File: config.mk
export PLATFORM = sky130hd
export DESIGN_NAME = adsio_top
export DESIGN_NICKNAME = d
export VERILOG_FILES = /design/src/adsio_top.v
export VERILOG_INCLUDE_DIRS = /design/src /design/src/common
export SDC_FILE = /design/constraint.sdc
export NUM_CORES = 1
export LEC_CHECK = 0
export ABC_CLOCK_PERIOD_IN_PS = 4720
export BUFFER_PORTS_ARGS = -buffer_cell sky130_fd_sc_hd__buf_4
export CAP_MARGIN = 10
export CORE_ASPECT_RATIO = 0.8
export CORE_MARGIN = 8
export CORE_UTILIZATION = 58
export CTS_CLUSTER_DIAMETER = 30
export DETAILED_ROUTE_END_ITERATION = 16
export PLACE_DENSITY = 0.8
export SYNTH_ARGS = -nofsm -noshare
export SYNTH_HDL_FRONTEND = slang
export SYNTH_SLANG_ARGS = --single-unit
File: constraint.sdc
create_clock -name CLK -period 4.72 [get_ports CLK]
set_input_delay 0.944 -clock CLK [delete_from_list [all_inputs] [get_ports CLK]]
set_output_delay 0.944 -clock CLK [all_outputs]
set_load 0.02 [all_outputs]
File: src/common/adsio_consts.vh
// Constants of the audio decoder stream and control shell.
// Assumes inclusion by bare name from the design file.
`ifndef ADSIO_CONSTS_VH
`define ADSIO_CONSTS_VH

// Register byte offsets
`define ADSIO_OFF_CTRL 8'h00
`define ADSIO_OFF_PCM_FMT 8'h04
`define ADSIO_OFF_PCM_DIV 8'h08
`define ADSIO_OFF_PLL_FRAC 8'h0C
`define ADSIO_OFF_STATUS 8'h10

// Control fields
`define ADSIO_CTRL_RUN 0
`define ADSIO_CTRL_DECODE_RUN_FLAG 1
`define ADSIO_CTRL_MUTE 2
`define ADSIO_CTRL_FALL 3
`define ADSIO_CTRL_REFSEL 4

// Format fields
`define ADSIO_FMT_WL_LO 0
`define ADSIO_FMT_WL_HI 1
`define ADSIO_FMT_LSB 2
`define ADSIO_FMT_RATE_LO 3
`define ADSIO_FMT_RATE_HI 5

// Status fields
`define ADSIO_STAT_REF 2
`define ADSIO_STAT_DEC 3

// Reset values
`define ADSIO_RST_CTRL 5'h02
`define ADSIO_RST_FMT 6'h03
`define ADSIO_RST_DIV 8'h01
`define ADSIO_RST_FRAC 16'h59C8

// Decoder states
`define ADSIO_ST_IDLE 2'h0
`define ADSIO_ST_INIT 2'h1
`define ADSIO_ST_DEC 2'h2

// Word lengths in bits and last slot index
`define ADSIO_WL16 5'h10
`define ADSIO_WL18 5'h12
`define ADSIO_WL20 5'h14
`define ADSIO_WL24 5'h18
`define ADSIO_SLOT_LAST 5'h1F

// Samples per 432 ms reference period for each rate
`define ADSIO_EXP_48K 16'h5100
`define ADSIO_EXP_32K 16'h3600
`define ADSIO_EXP_24K 16'h2880
`define ADSIO_EXP_16K 16'h1B00
`define ADSIO_EXP_12K 16'h1440
`define ADSIO_EXP_8K 16'h0D80

// Fraction correction step
`define ADSIO_FRAC_STEP 16'h0001

`endif

File: src/adsio_top.v
// Bitstream input, clock generation, rate compensation, PCM output and state control.
// Assumes one 250 MHz clock, synchronous reset, Avalon-MM master, decoder core on CLK.
//
// Design decisions made here: the placing of the registers and the Avalon-MM interface to the registers.
`include "adsio_consts.vh"
`timescale 1ns/1ps
`default_nettype none

module adsio_top (
    input wire CLK,
    input wire RST,
    input wire [7:0] AVS_ADDRESS,
    input wire AVS_READ,
    input wire AVS_WRITE,
    input wire [31:0] AVS_WRITEDATA,
    output reg [31:0] AVS_READDATA,
    output reg AVS_WAITREQUEST,
    input wire STREAM_SERIAL_IN,
    input wire STREAM_BIT_CLOCK,
    input wire BIT_GATE,
    input wire RATE_REF_PULSE,
    output reg [7:0] STREAM_BYTE,
    output reg STREAM_VALID,
    input wire [1:0] CORE_LOAD,
    output reg [1:0] CORE_CLK_DIV,
    output reg REF_SELECT,
    output reg DECODE_EN,
    input wire [23:0] SAMPLE_LEFT,
    input wire [23:0] SAMPLE_RIGHT,
    input wire SAMPLE_VALID,
    output reg SAMPLE_READY,
    output reg PCM_SERIAL_OUT,
    output reg PCM_BIT_CLOCK,
    output reg PCM_WORD_CLOCK,
    output reg DAC_OVERSAMPLE_CLOCK,
    output reg PLL_UPDATE
);

    // Pin synchronisers
    reg [1:0] sdi_s_q, sck_s_q, gate_s_q, ref_s_q;
    reg sck_d1_q, ref_d1_q;

    // Registers
    reg [4:0] ctrl_q;
    reg [5:0] fmt_q;
    reg [7:0] div_q;
    reg [15:0] pll_fraction_setting_q;
    reg ref_seen_q;
    reg [15:0] last_cnt_q;

    // State
    reg [1:0] state_q;
    reg decode_run_flag_eff_q, mute_eff_q;

    // Input shifter
    reg [7:0] sh_q;
    reg [2:0] nbit_q;

    // Clock generation
    reg [16:0] acc_q;
    reg [7:0] div_cnt_q;
    reg [4:0] slot_q;
    reg first_q;

    // Output path
    reg [23:0] hold_l_q, hold_r_q, word_l_q, word_r_q;
    reg hold_full_q;
    reg [15:0] samp_cnt_q;

    wire bus_req = (AVS_READ | AVS_WRITE) & AVS_WAITREQUEST;
    wire bus_done = (AVS_READ | AVS_WRITE) & ~AVS_WAITREQUEST;
    wire wr = AVS_WRITE & ~AVS_WAITREQUEST;

    wire sck_rise = sck_s_q[1] & ~sck_d1_q;
    wire sck_fall = ~sck_s_q[1] & sck_d1_q;
    wire cap_edge = ctrl_q[`ADSIO_CTRL_FALL] ? sck_fall : sck_rise;
    wire ref_event = ref_s_q[1] & ~ref_d1_q;

    // Clock run condition per state
    reg clk_run;
    always @* begin
        case (state_q)
            `ADSIO_ST_IDLE: clk_run = ctrl_q[`ADSIO_CTRL_MUTE];
            `ADSIO_ST_INIT: clk_run = mute_eff_q;
            `ADSIO_ST_DEC: clk_run = decode_run_flag_eff_q | mute_eff_q;
            default: clk_run = 1'b0;
        endcase
    end

    wire data_on = (state_q == `ADSIO_ST_DEC) & decode_run_flag_eff_q & ~mute_eff_q;
    wire comp_on = (state_q == `ADSIO_ST_DEC) & decode_run_flag_eff_q;

    reg [4:0] wl;
    always @* begin
        case (fmt_q[`ADSIO_FMT_WL_HI:`ADSIO_FMT_WL_LO])
            2'h0: wl = `ADSIO_WL16;
            2'h1: wl = `ADSIO_WL18;
            2'h2: wl = `ADSIO_WL20;
            default: wl = `ADSIO_WL24;
        endcase
    end

    reg [15:0] expect_cnt;
    always @* begin
        case (fmt_q[`ADSIO_FMT_RATE_HI:`ADSIO_FMT_RATE_LO])
            3'h0: expect_cnt = `ADSIO_EXP_48K;
            3'h1: expect_cnt = `ADSIO_EXP_32K;
            3'h2: expect_cnt = `ADSIO_EXP_24K;
            3'h3: expect_cnt = `ADSIO_EXP_16K;
            3'h4: expect_cnt = `ADSIO_EXP_12K;
            default: expect_cnt = `ADSIO_EXP_8K;
        endcase
    end

    // Oscillator and dividers
    wire [16:0] acc_sum = {1'b0, acc_q[15:0]} + {1'b0, pll_fraction_setting_q};
    wire os_tick = clk_run & acc_sum[16];
    wire bclk_tog = os_tick & (div_cnt_q == 8'h00);
    wire bclk_fall = bclk_tog & PCM_BIT_CLOCK;
    wire [4:0] slot_n = first_q ? 5'h00 : slot_q + 5'h01;
    wire new_word = bclk_fall & (first_q | (slot_q == `ADSIO_SLOT_LAST));
    wire lr_n = first_q ? 1'b0 : (new_word ? ~PCM_WORD_CLOCK : PCM_WORD_CLOCK);
    wire left_start = new_word & ~lr_n;
    wire [23:0] cur_word = lr_n ? word_r_q : word_l_q;
    wire [4:0] idx = fmt_q[`ADSIO_FMT_LSB] ? 5'h18 - wl + slot_n : 5'h17 - slot_n;
    wire accept = SAMPLE_VALID & SAMPLE_READY & (state_q != `ADSIO_ST_IDLE);

    always @(posedge CLK) begin
        if (RST) begin
            sdi_s_q <= 2'h0;
            sck_s_q <= 2'h0;
            gate_s_q <= 2'h0;
            ref_s_q <= 2'h0;
            sck_d1_q <= 1'b0;
            ref_d1_q <= 1'b0;
        end else begin
            sdi_s_q <= {sdi_s_q[0], STREAM_SERIAL_IN};
            sck_s_q <= {sck_s_q[0], STREAM_BIT_CLOCK};
            gate_s_q <= {gate_s_q[0], BIT_GATE};
            ref_s_q <= {ref_s_q[0], RATE_REF_PULSE};
            sck_d1_q <= sck_s_q[1];
            ref_d1_q <= ref_s_q[1];
        end
    end

    // Register slave
    always @(posedge CLK) begin
        if (RST) begin
            AVS_WAITREQUEST <= 1'b1;
            AVS_READDATA <= 32'h0000_0000;
            ctrl_q <= `ADSIO_RST_CTRL;
            fmt_q <= `ADSIO_RST_FMT;
            div_q <= `ADSIO_RST_DIV;
            REF_SELECT <= 1'b0;
        end else begin
            AVS_WAITREQUEST <= ~bus_req;
            if (bus_req) begin
                case (AVS_ADDRESS)
                    `ADSIO_OFF_CTRL: AVS_READDATA <= {27'h000_0000, ctrl_q};
                    `ADSIO_OFF_PCM_FMT: AVS_READDATA <= {26'h000_0000, fmt_q};
                    `ADSIO_OFF_PCM_DIV: AVS_READDATA <= {24'h00_0000, div_q};
                    `ADSIO_OFF_PLL_FRAC: AVS_READDATA <= {16'h0000, pll_fraction_setting_q};
                    `ADSIO_OFF_STATUS: AVS_READDATA <= {last_cnt_q, 12'h000, DECODE_EN, ref_seen_q, state_q};
                    default: AVS_READDATA <= 32'h0000_0000;
                endcase
            end else if (bus_done) begin
                AVS_READDATA <= 32'h0000_0000;
            end
            if (wr) begin
                case (AVS_ADDRESS)
                    `ADSIO_OFF_CTRL: ctrl_q <= AVS_WRITEDATA[4:0];
                    `ADSIO_OFF_PCM_FMT: fmt_q <= AVS_WRITEDATA[5:0];
                    `ADSIO_OFF_PCM_DIV: div_q <= AVS_WRITEDATA[7:0];
                    default: ;
                endcase
            end
            REF_SELECT <= ctrl_q[`ADSIO_CTRL_REFSEL];
        end
    end

    // Decoder states
    always @(posedge CLK) begin
        if (RST) begin
            state_q <= `ADSIO_ST_IDLE;
            decode_run_flag_eff_q <= 1'b0;
            mute_eff_q <= 1'b0;
            DECODE_EN <= 1'b0;
        end else begin
            case (state_q)
                `ADSIO_ST_IDLE: begin
                    decode_run_flag_eff_q <= ctrl_q[`ADSIO_CTRL_DECODE_RUN_FLAG];
                    mute_eff_q <= ctrl_q[`ADSIO_CTRL_MUTE];
                    if (ctrl_q[`ADSIO_CTRL_RUN])
                        state_q <= `ADSIO_ST_INIT;
                end
                `ADSIO_ST_INIT: begin
                    if (!ctrl_q[`ADSIO_CTRL_RUN]) begin
                        state_q <= `ADSIO_ST_IDLE;
                    end else if (accept) begin
                        state_q <= `ADSIO_ST_DEC;
                        decode_run_flag_eff_q <= ctrl_q[`ADSIO_CTRL_DECODE_RUN_FLAG];
                        mute_eff_q <= ctrl_q[`ADSIO_CTRL_MUTE];
                    end
                end
                `ADSIO_ST_DEC: begin
                    decode_run_flag_eff_q <= ctrl_q[`ADSIO_CTRL_DECODE_RUN_FLAG];
                    mute_eff_q <= ctrl_q[`ADSIO_CTRL_MUTE];
                    if (!ctrl_q[`ADSIO_CTRL_RUN])
                        state_q <= `ADSIO_ST_IDLE;
                end
                default: state_q <= `ADSIO_ST_IDLE;
            endcase
            DECODE_EN <= (state_q == `ADSIO_ST_INIT) | comp_on;
        end
    end

    // Bitstream capture
    always @(posedge CLK) begin
        if (RST) begin
            sh_q <= 8'h00;
            nbit_q <= 3'h0;
            STREAM_BYTE <= 8'h00;
            STREAM_VALID <= 1'b0;
        end else begin
            STREAM_VALID <= 1'b0;
            if (cap_edge & gate_s_q[1]) begin
                sh_q <= {sh_q[6:0], sdi_s_q[1]};
                nbit_q <= nbit_q + 3'h1;
                if (nbit_q == 3'h7) begin
                    STREAM_BYTE <= {sh_q[6:0], sdi_s_q[1]};
                    STREAM_VALID <= 1'b1;
                end
            end
        end
    end

    // Core clock follows load
    always @(posedge CLK) begin
        if (RST)
            CORE_CLK_DIV <= 2'h3;
        else
            CORE_CLK_DIV <= 2'h3 - CORE_LOAD;
    end

    // PCM clocks and serial data
    always @(posedge CLK) begin
        if (RST || !clk_run) begin
            acc_q <= 17'h0_0000;
            div_cnt_q <= 8'h00;
            slot_q <= 5'h00;
            first_q <= 1'b1;
            PCM_BIT_CLOCK <= 1'b0;
            PCM_WORD_CLOCK <= 1'b0;
            DAC_OVERSAMPLE_CLOCK <= 1'b0;
            PCM_SERIAL_OUT <= 1'b0;
        end else begin
            acc_q <= acc_sum;
            if (os_tick) begin
                DAC_OVERSAMPLE_CLOCK <= ~DAC_OVERSAMPLE_CLOCK;
                div_cnt_q <= (div_cnt_q == 8'h00) ? div_q - 8'h01 : div_cnt_q - 8'h01;
            end
            if (bclk_tog)
                PCM_BIT_CLOCK <= ~PCM_BIT_CLOCK;
            if (bclk_fall) begin
                first_q <= 1'b0;
                slot_q <= slot_n;
                PCM_WORD_CLOCK <= lr_n;
                PCM_SERIAL_OUT <= data_on & (slot_n < wl) & cur_word[idx];
            end
            if (!data_on)
                PCM_SERIAL_OUT <= 1'b0;
        end
    end

    // Sample hold and word latch
    always @(posedge CLK) begin
        if (RST) begin
            hold_l_q <= 24'h00_0000;
            hold_r_q <= 24'h00_0000;
            word_l_q <= 24'h00_0000;
            word_r_q <= 24'h00_0000;
            hold_full_q <= 1'b0;
            SAMPLE_READY <= 1'b0;
        end else begin
            if (left_start) begin
                word_l_q <= hold_l_q;
                word_r_q <= hold_r_q;
            end
            if (accept) begin
                hold_l_q <= SAMPLE_LEFT;
                hold_r_q <= SAMPLE_RIGHT;
                hold_full_q <= 1'b1;
                SAMPLE_READY <= 1'b0;
            end else if (left_start | (state_q == `ADSIO_ST_INIT & ~hold_full_q)) begin
                hold_full_q <= 1'b0;
                SAMPLE_READY <= state_q != `ADSIO_ST_IDLE;
            end else begin
                SAMPLE_READY <= ~hold_full_q & (state_q != `ADSIO_ST_IDLE);
            end
        end
    end

    // Sampling-rate compensation
    always @(posedge CLK) begin
        if (RST) begin
            pll_fraction_setting_q <= `ADSIO_RST_FRAC;
            samp_cnt_q <= 16'h0000;
            last_cnt_q <= 16'h0000;
            ref_seen_q <= 1'b0;
            PLL_UPDATE <= 1'b0;
        end else begin
            PLL_UPDATE <= 1'b0;
            if (ref_event) begin
                ref_seen_q <= 1'b1;
                last_cnt_q <= samp_cnt_q;
                samp_cnt_q <= 16'h0000;
            end else begin
                if (wr && AVS_ADDRESS == `ADSIO_OFF_STATUS && AVS_WRITEDATA[`ADSIO_STAT_REF])
                    ref_seen_q <= 1'b0;
                if (left_start && samp_cnt_q != 16'hFFFF)
                    samp_cnt_q <= samp_cnt_q + 16'h0001;
            end
            if (wr && AVS_ADDRESS == `ADSIO_OFF_PLL_FRAC) begin
                pll_fraction_setting_q <= AVS_WRITEDATA[15:0];
            end else if (ref_event & comp_on) begin
                PLL_UPDATE <= samp_cnt_q != expect_cnt;
                if (samp_cnt_q < expect_cnt)
                    pll_fraction_setting_q <= pll_fraction_setting_q + `ADSIO_FRAC_STEP;
                else if (samp_cnt_q > expect_cnt)
                    pll_fraction_setting_q <= pll_fraction_setting_q - `ADSIO_FRAC_STEP;
            end
        end
    end

endmodule

`default_nettype wire
==> metrics.md <==
| Metric | Value |
|---|---|
| Core ar. | 0.0208 sq mm |
| Crit. End Element | flip-flop |
| Number of antenna violations at the first check in global routing | 0 |
| Total gr overflow | 0 |
| WHS | 0.434 ns |
| Die X | 179 microns |
| Worst slew pin tran | 1.19 ns |
| First-pass GRT wire length | 52000 microns |
| Vias in the first global route | 10600 |
| Peak VDD IR | 0.292 mV |
| Syn avg cell area | 8.29 sq um |
| Postcts setup bufs | 0 |
| Dominant synthesized flop cell | dfxtp_1 |
| Worst path max stage delay | ~0.47 ns |
| Final clock skew | roughly 0.012 ns |
| Number of fill cells | 1612 |
| Syn_nets | 1646 |
| Most instantiated cells after synthesis | nand2_1, dfxtp_1, a21oi_1, nor2_1, clkbuf_1 |
| CP delay by family, top | compound AO/OA/AOI/OAI gates |
| Number of flops mapped to enable cells by yosys | 0 |
| Footprint of the multi-input gates | 0.00654 sq mm |
| DP HPWL | 21600 microns |
| Worst-path maximum fanout | 9 |
| HP Start | sdi_s_q[0]$_SDFF_PP0_ |
| Placer Congestion | about 0.90 |
| Post-Synthesis Cells | 1491 |
| Vias | ~11000 |
| Drt first pass iters | 5 |
| Fin crit share | 96.0% |
| Setup CP Type | reg2reg |
| Yosys warning count | 0 |
| Syn-to-layout area delta | 21.6% |
| Clock-pin slew of the registers on the worst-case setup and hold paths | 0.05 ns |
| Power per cell area | 373 mW/mm^2 |
| Initial Utilization | 59.4% |
| Final Max Slew Viols | 0 |
| # rows | 47 |
| Startpoint types | flip-flop |
| H-tree levels | 2 |
| DRT antenna net count | 0 |
| Worst r2r src | fmt_q[5]$_SDFFE_PP0P_ |
| Count leader, synth | nand2_1 |
| Nets@finish | 1759 |
| Dpl ws | 0.285 ns |
| Maximum clock rate | about 220 MHz |
| CTS tree | yes |
| Min Tclk post-route | 4.53 ns |
| Placed cell count | 1826 |
| Hold crit path type | reg2reg |
| Worst path cell trace | nor3b_2 -> nand2b_1 -> ha_1 -> nand4_1 -> nor2_1 -> a211oi_1 -> o21a_1 -> inv_1 -> ha_1 -> a21o_1 -> a21o_1 -> a21oi_1 -> o21ai_1 -> a211oi_1 -> o41ai_1 -> buf_4 -> a21o_1 -> a21oi_1 -> xnor2_1 -> o21a_1 -> nor4_1 |
| Clk root buf | clkbuf_16 |
| Register bit total from synthesis | about 270 |
| TritonCTS buffer count | 44 |
| Max cap viols | 0 |
| Lkg Pwr | 6.05 nW |
| CP Launch Point | fmt_q[5]$_SDFFE_PP0P_ |
| Synth cell types | 60 |
| Biggest area consumer among synthesized cells | dfxtp_1 |
| Worst endpoint required time | 5.16 ns |
| Final instance area | around 0.015 sq mm |
| Share of the synthesized area in the top cell type | between 40 and 50% |
| Synth top area cells | dfxtp_1, nand2_1, a21oi_1 |
| Mapped cell area | 0.0124 sq mm |
| Register area | 0.00543 sq mm |
| # setup viols final | 0 |
| Slowest stage cell, crit path | dfxtp_1 |
| Wire per inst | 16.6 microns |
| Final Util | 72.2% |
| Maximum clock path buffer count | 3 |
| Most frequent CP cell | a21o_1 |
| Final WS setup | 0.190 ns |
| CTS Sinks | between 200 and 300 |
| Data arrival time of the worst path | 4.97 ns |
| Placed cell area | 0.0135 sq mm |
| Seq/Total Area, Yosys | roughly 44% |
| Sum of routed wire length over all layers | 31600 microns |
| GR Util All Layers | between 20% and 30% |
| Status | finished clean |
| Pwr Total | 5.61 mW |
| IO Count | 151 |
| Slew headroom | ~20% |
| Diodes inserted | 0 |
| Final hold violations | 0 |
| Vias/cell | 5.73 |
| Async SR Flop Fraction | 0% |
| Die Area | 0.0263 sq mm |
| Post-Route Setup TNS | 0 ns |
| Initial DRC count | 939 |
| Clk_lat worst skew | 0.53 ns |
| Drt drc | 0 |
| Share of layout cells above drive strength 1 | around 15% |
| Crit path buf inv count | 2 |
| Die Span Y | 147 microns |
| I/O Buffers | 134 |
| Pin count of the biggest net entering global routing | 114 |
| Layout Cells excl Fill | 1905 |
## final cells by class
cell class              count  share of cell area [%]
multi-input cells        1113                    43.5
clock buffers              52                    7.92
inverters                  25                   0.624
repair buffers            149                    7.55
well taps                 269                    2.24
clock inverters            26                    2.02
flip-flops and latches    271                    36.1
## kinds of logic after synthesis
logic type,count (synthesis),synth area share (%)
DFF,271,43.9
buffers and inverters,107,3.39
xor gates and xnor gates,48,3.40
muxes,66,5.77
AOI/OAI and AO/OA,340,16.3
and+or+nand+nor,603,21.5
adders and majority gates,56,5.85
## worst paths after layout
| kind | endpoint | slack, ns | cells past startpoint |
|---|---|---|---|
| max | pll_fraction_setting_q[15]$_SDFFE_PP0P_ | 0.19 | 21 |
| min | sdi_s_q[1]$_SDFF_PP0_ | 0.43 | 1 |
| min reg2reg | sdi_s_q[1]$_SDFF_PP0_ | 0.43 | 1 |
| max reg2reg | pll_fraction_setting_q[15]$_SDFFE_PP0P_ | 0.19 | 21 |
## layer usage
metal | share of wire, % | GRT usage (%) | vias up
li1 | - | - | 5371
met3 | 7.2 | 4.28 | 65
met2 | 46 | 36.9 | 371
met4 | 2.3 | 8.23 | 0
met1 | 45 | 32.8 | 5110
met5 | 0 | 0 | -
## flip-flops by register name (all words and copies together) (netlist names), 16 cells and up
| register | count |
|---|---|
| hold_l_q | 24 |
| last_cnt_q | 16 |
| word_r_q | 24 |
| AVS_READDATA | 32 |
| pll_fraction_setting_q | 16 |
| samp_cnt_q | 16 |
| acc_q | 16 |
| hold_r_q | 24 |
| word_l_q | 24 |
## power breakdown
group	leakage, nW	internal [mW]	switching [mW]	total (mW)
clock network	0.728	2.04	1.14	3.18
logic	3.14	0.0591	0.0683	0.127
registers	2.19	2.30	0.00327	2.30
## placed cells by master (no fill, tap or decap), drive strengths merged, types with 14 or more instances in the layout
cell	n
nand2	299
inv	30
a22oi	32
xnor2	18
ha	53
a21o	14
a21oi	180
nand3	21
a211oi	19
nor2	157
nand2b	25
mux2i	60
buf	149
nor3	20
xor2	30
o21ai	46
clkbuf	52
nor2b	18
dfxtp	271
## what timing repair did
action	in CTS	in global routing
endpoints found under the setup margin	0	1
gates resized for setup	0	3
hold buffers	0	0
(Power assumes the default switching activity.)
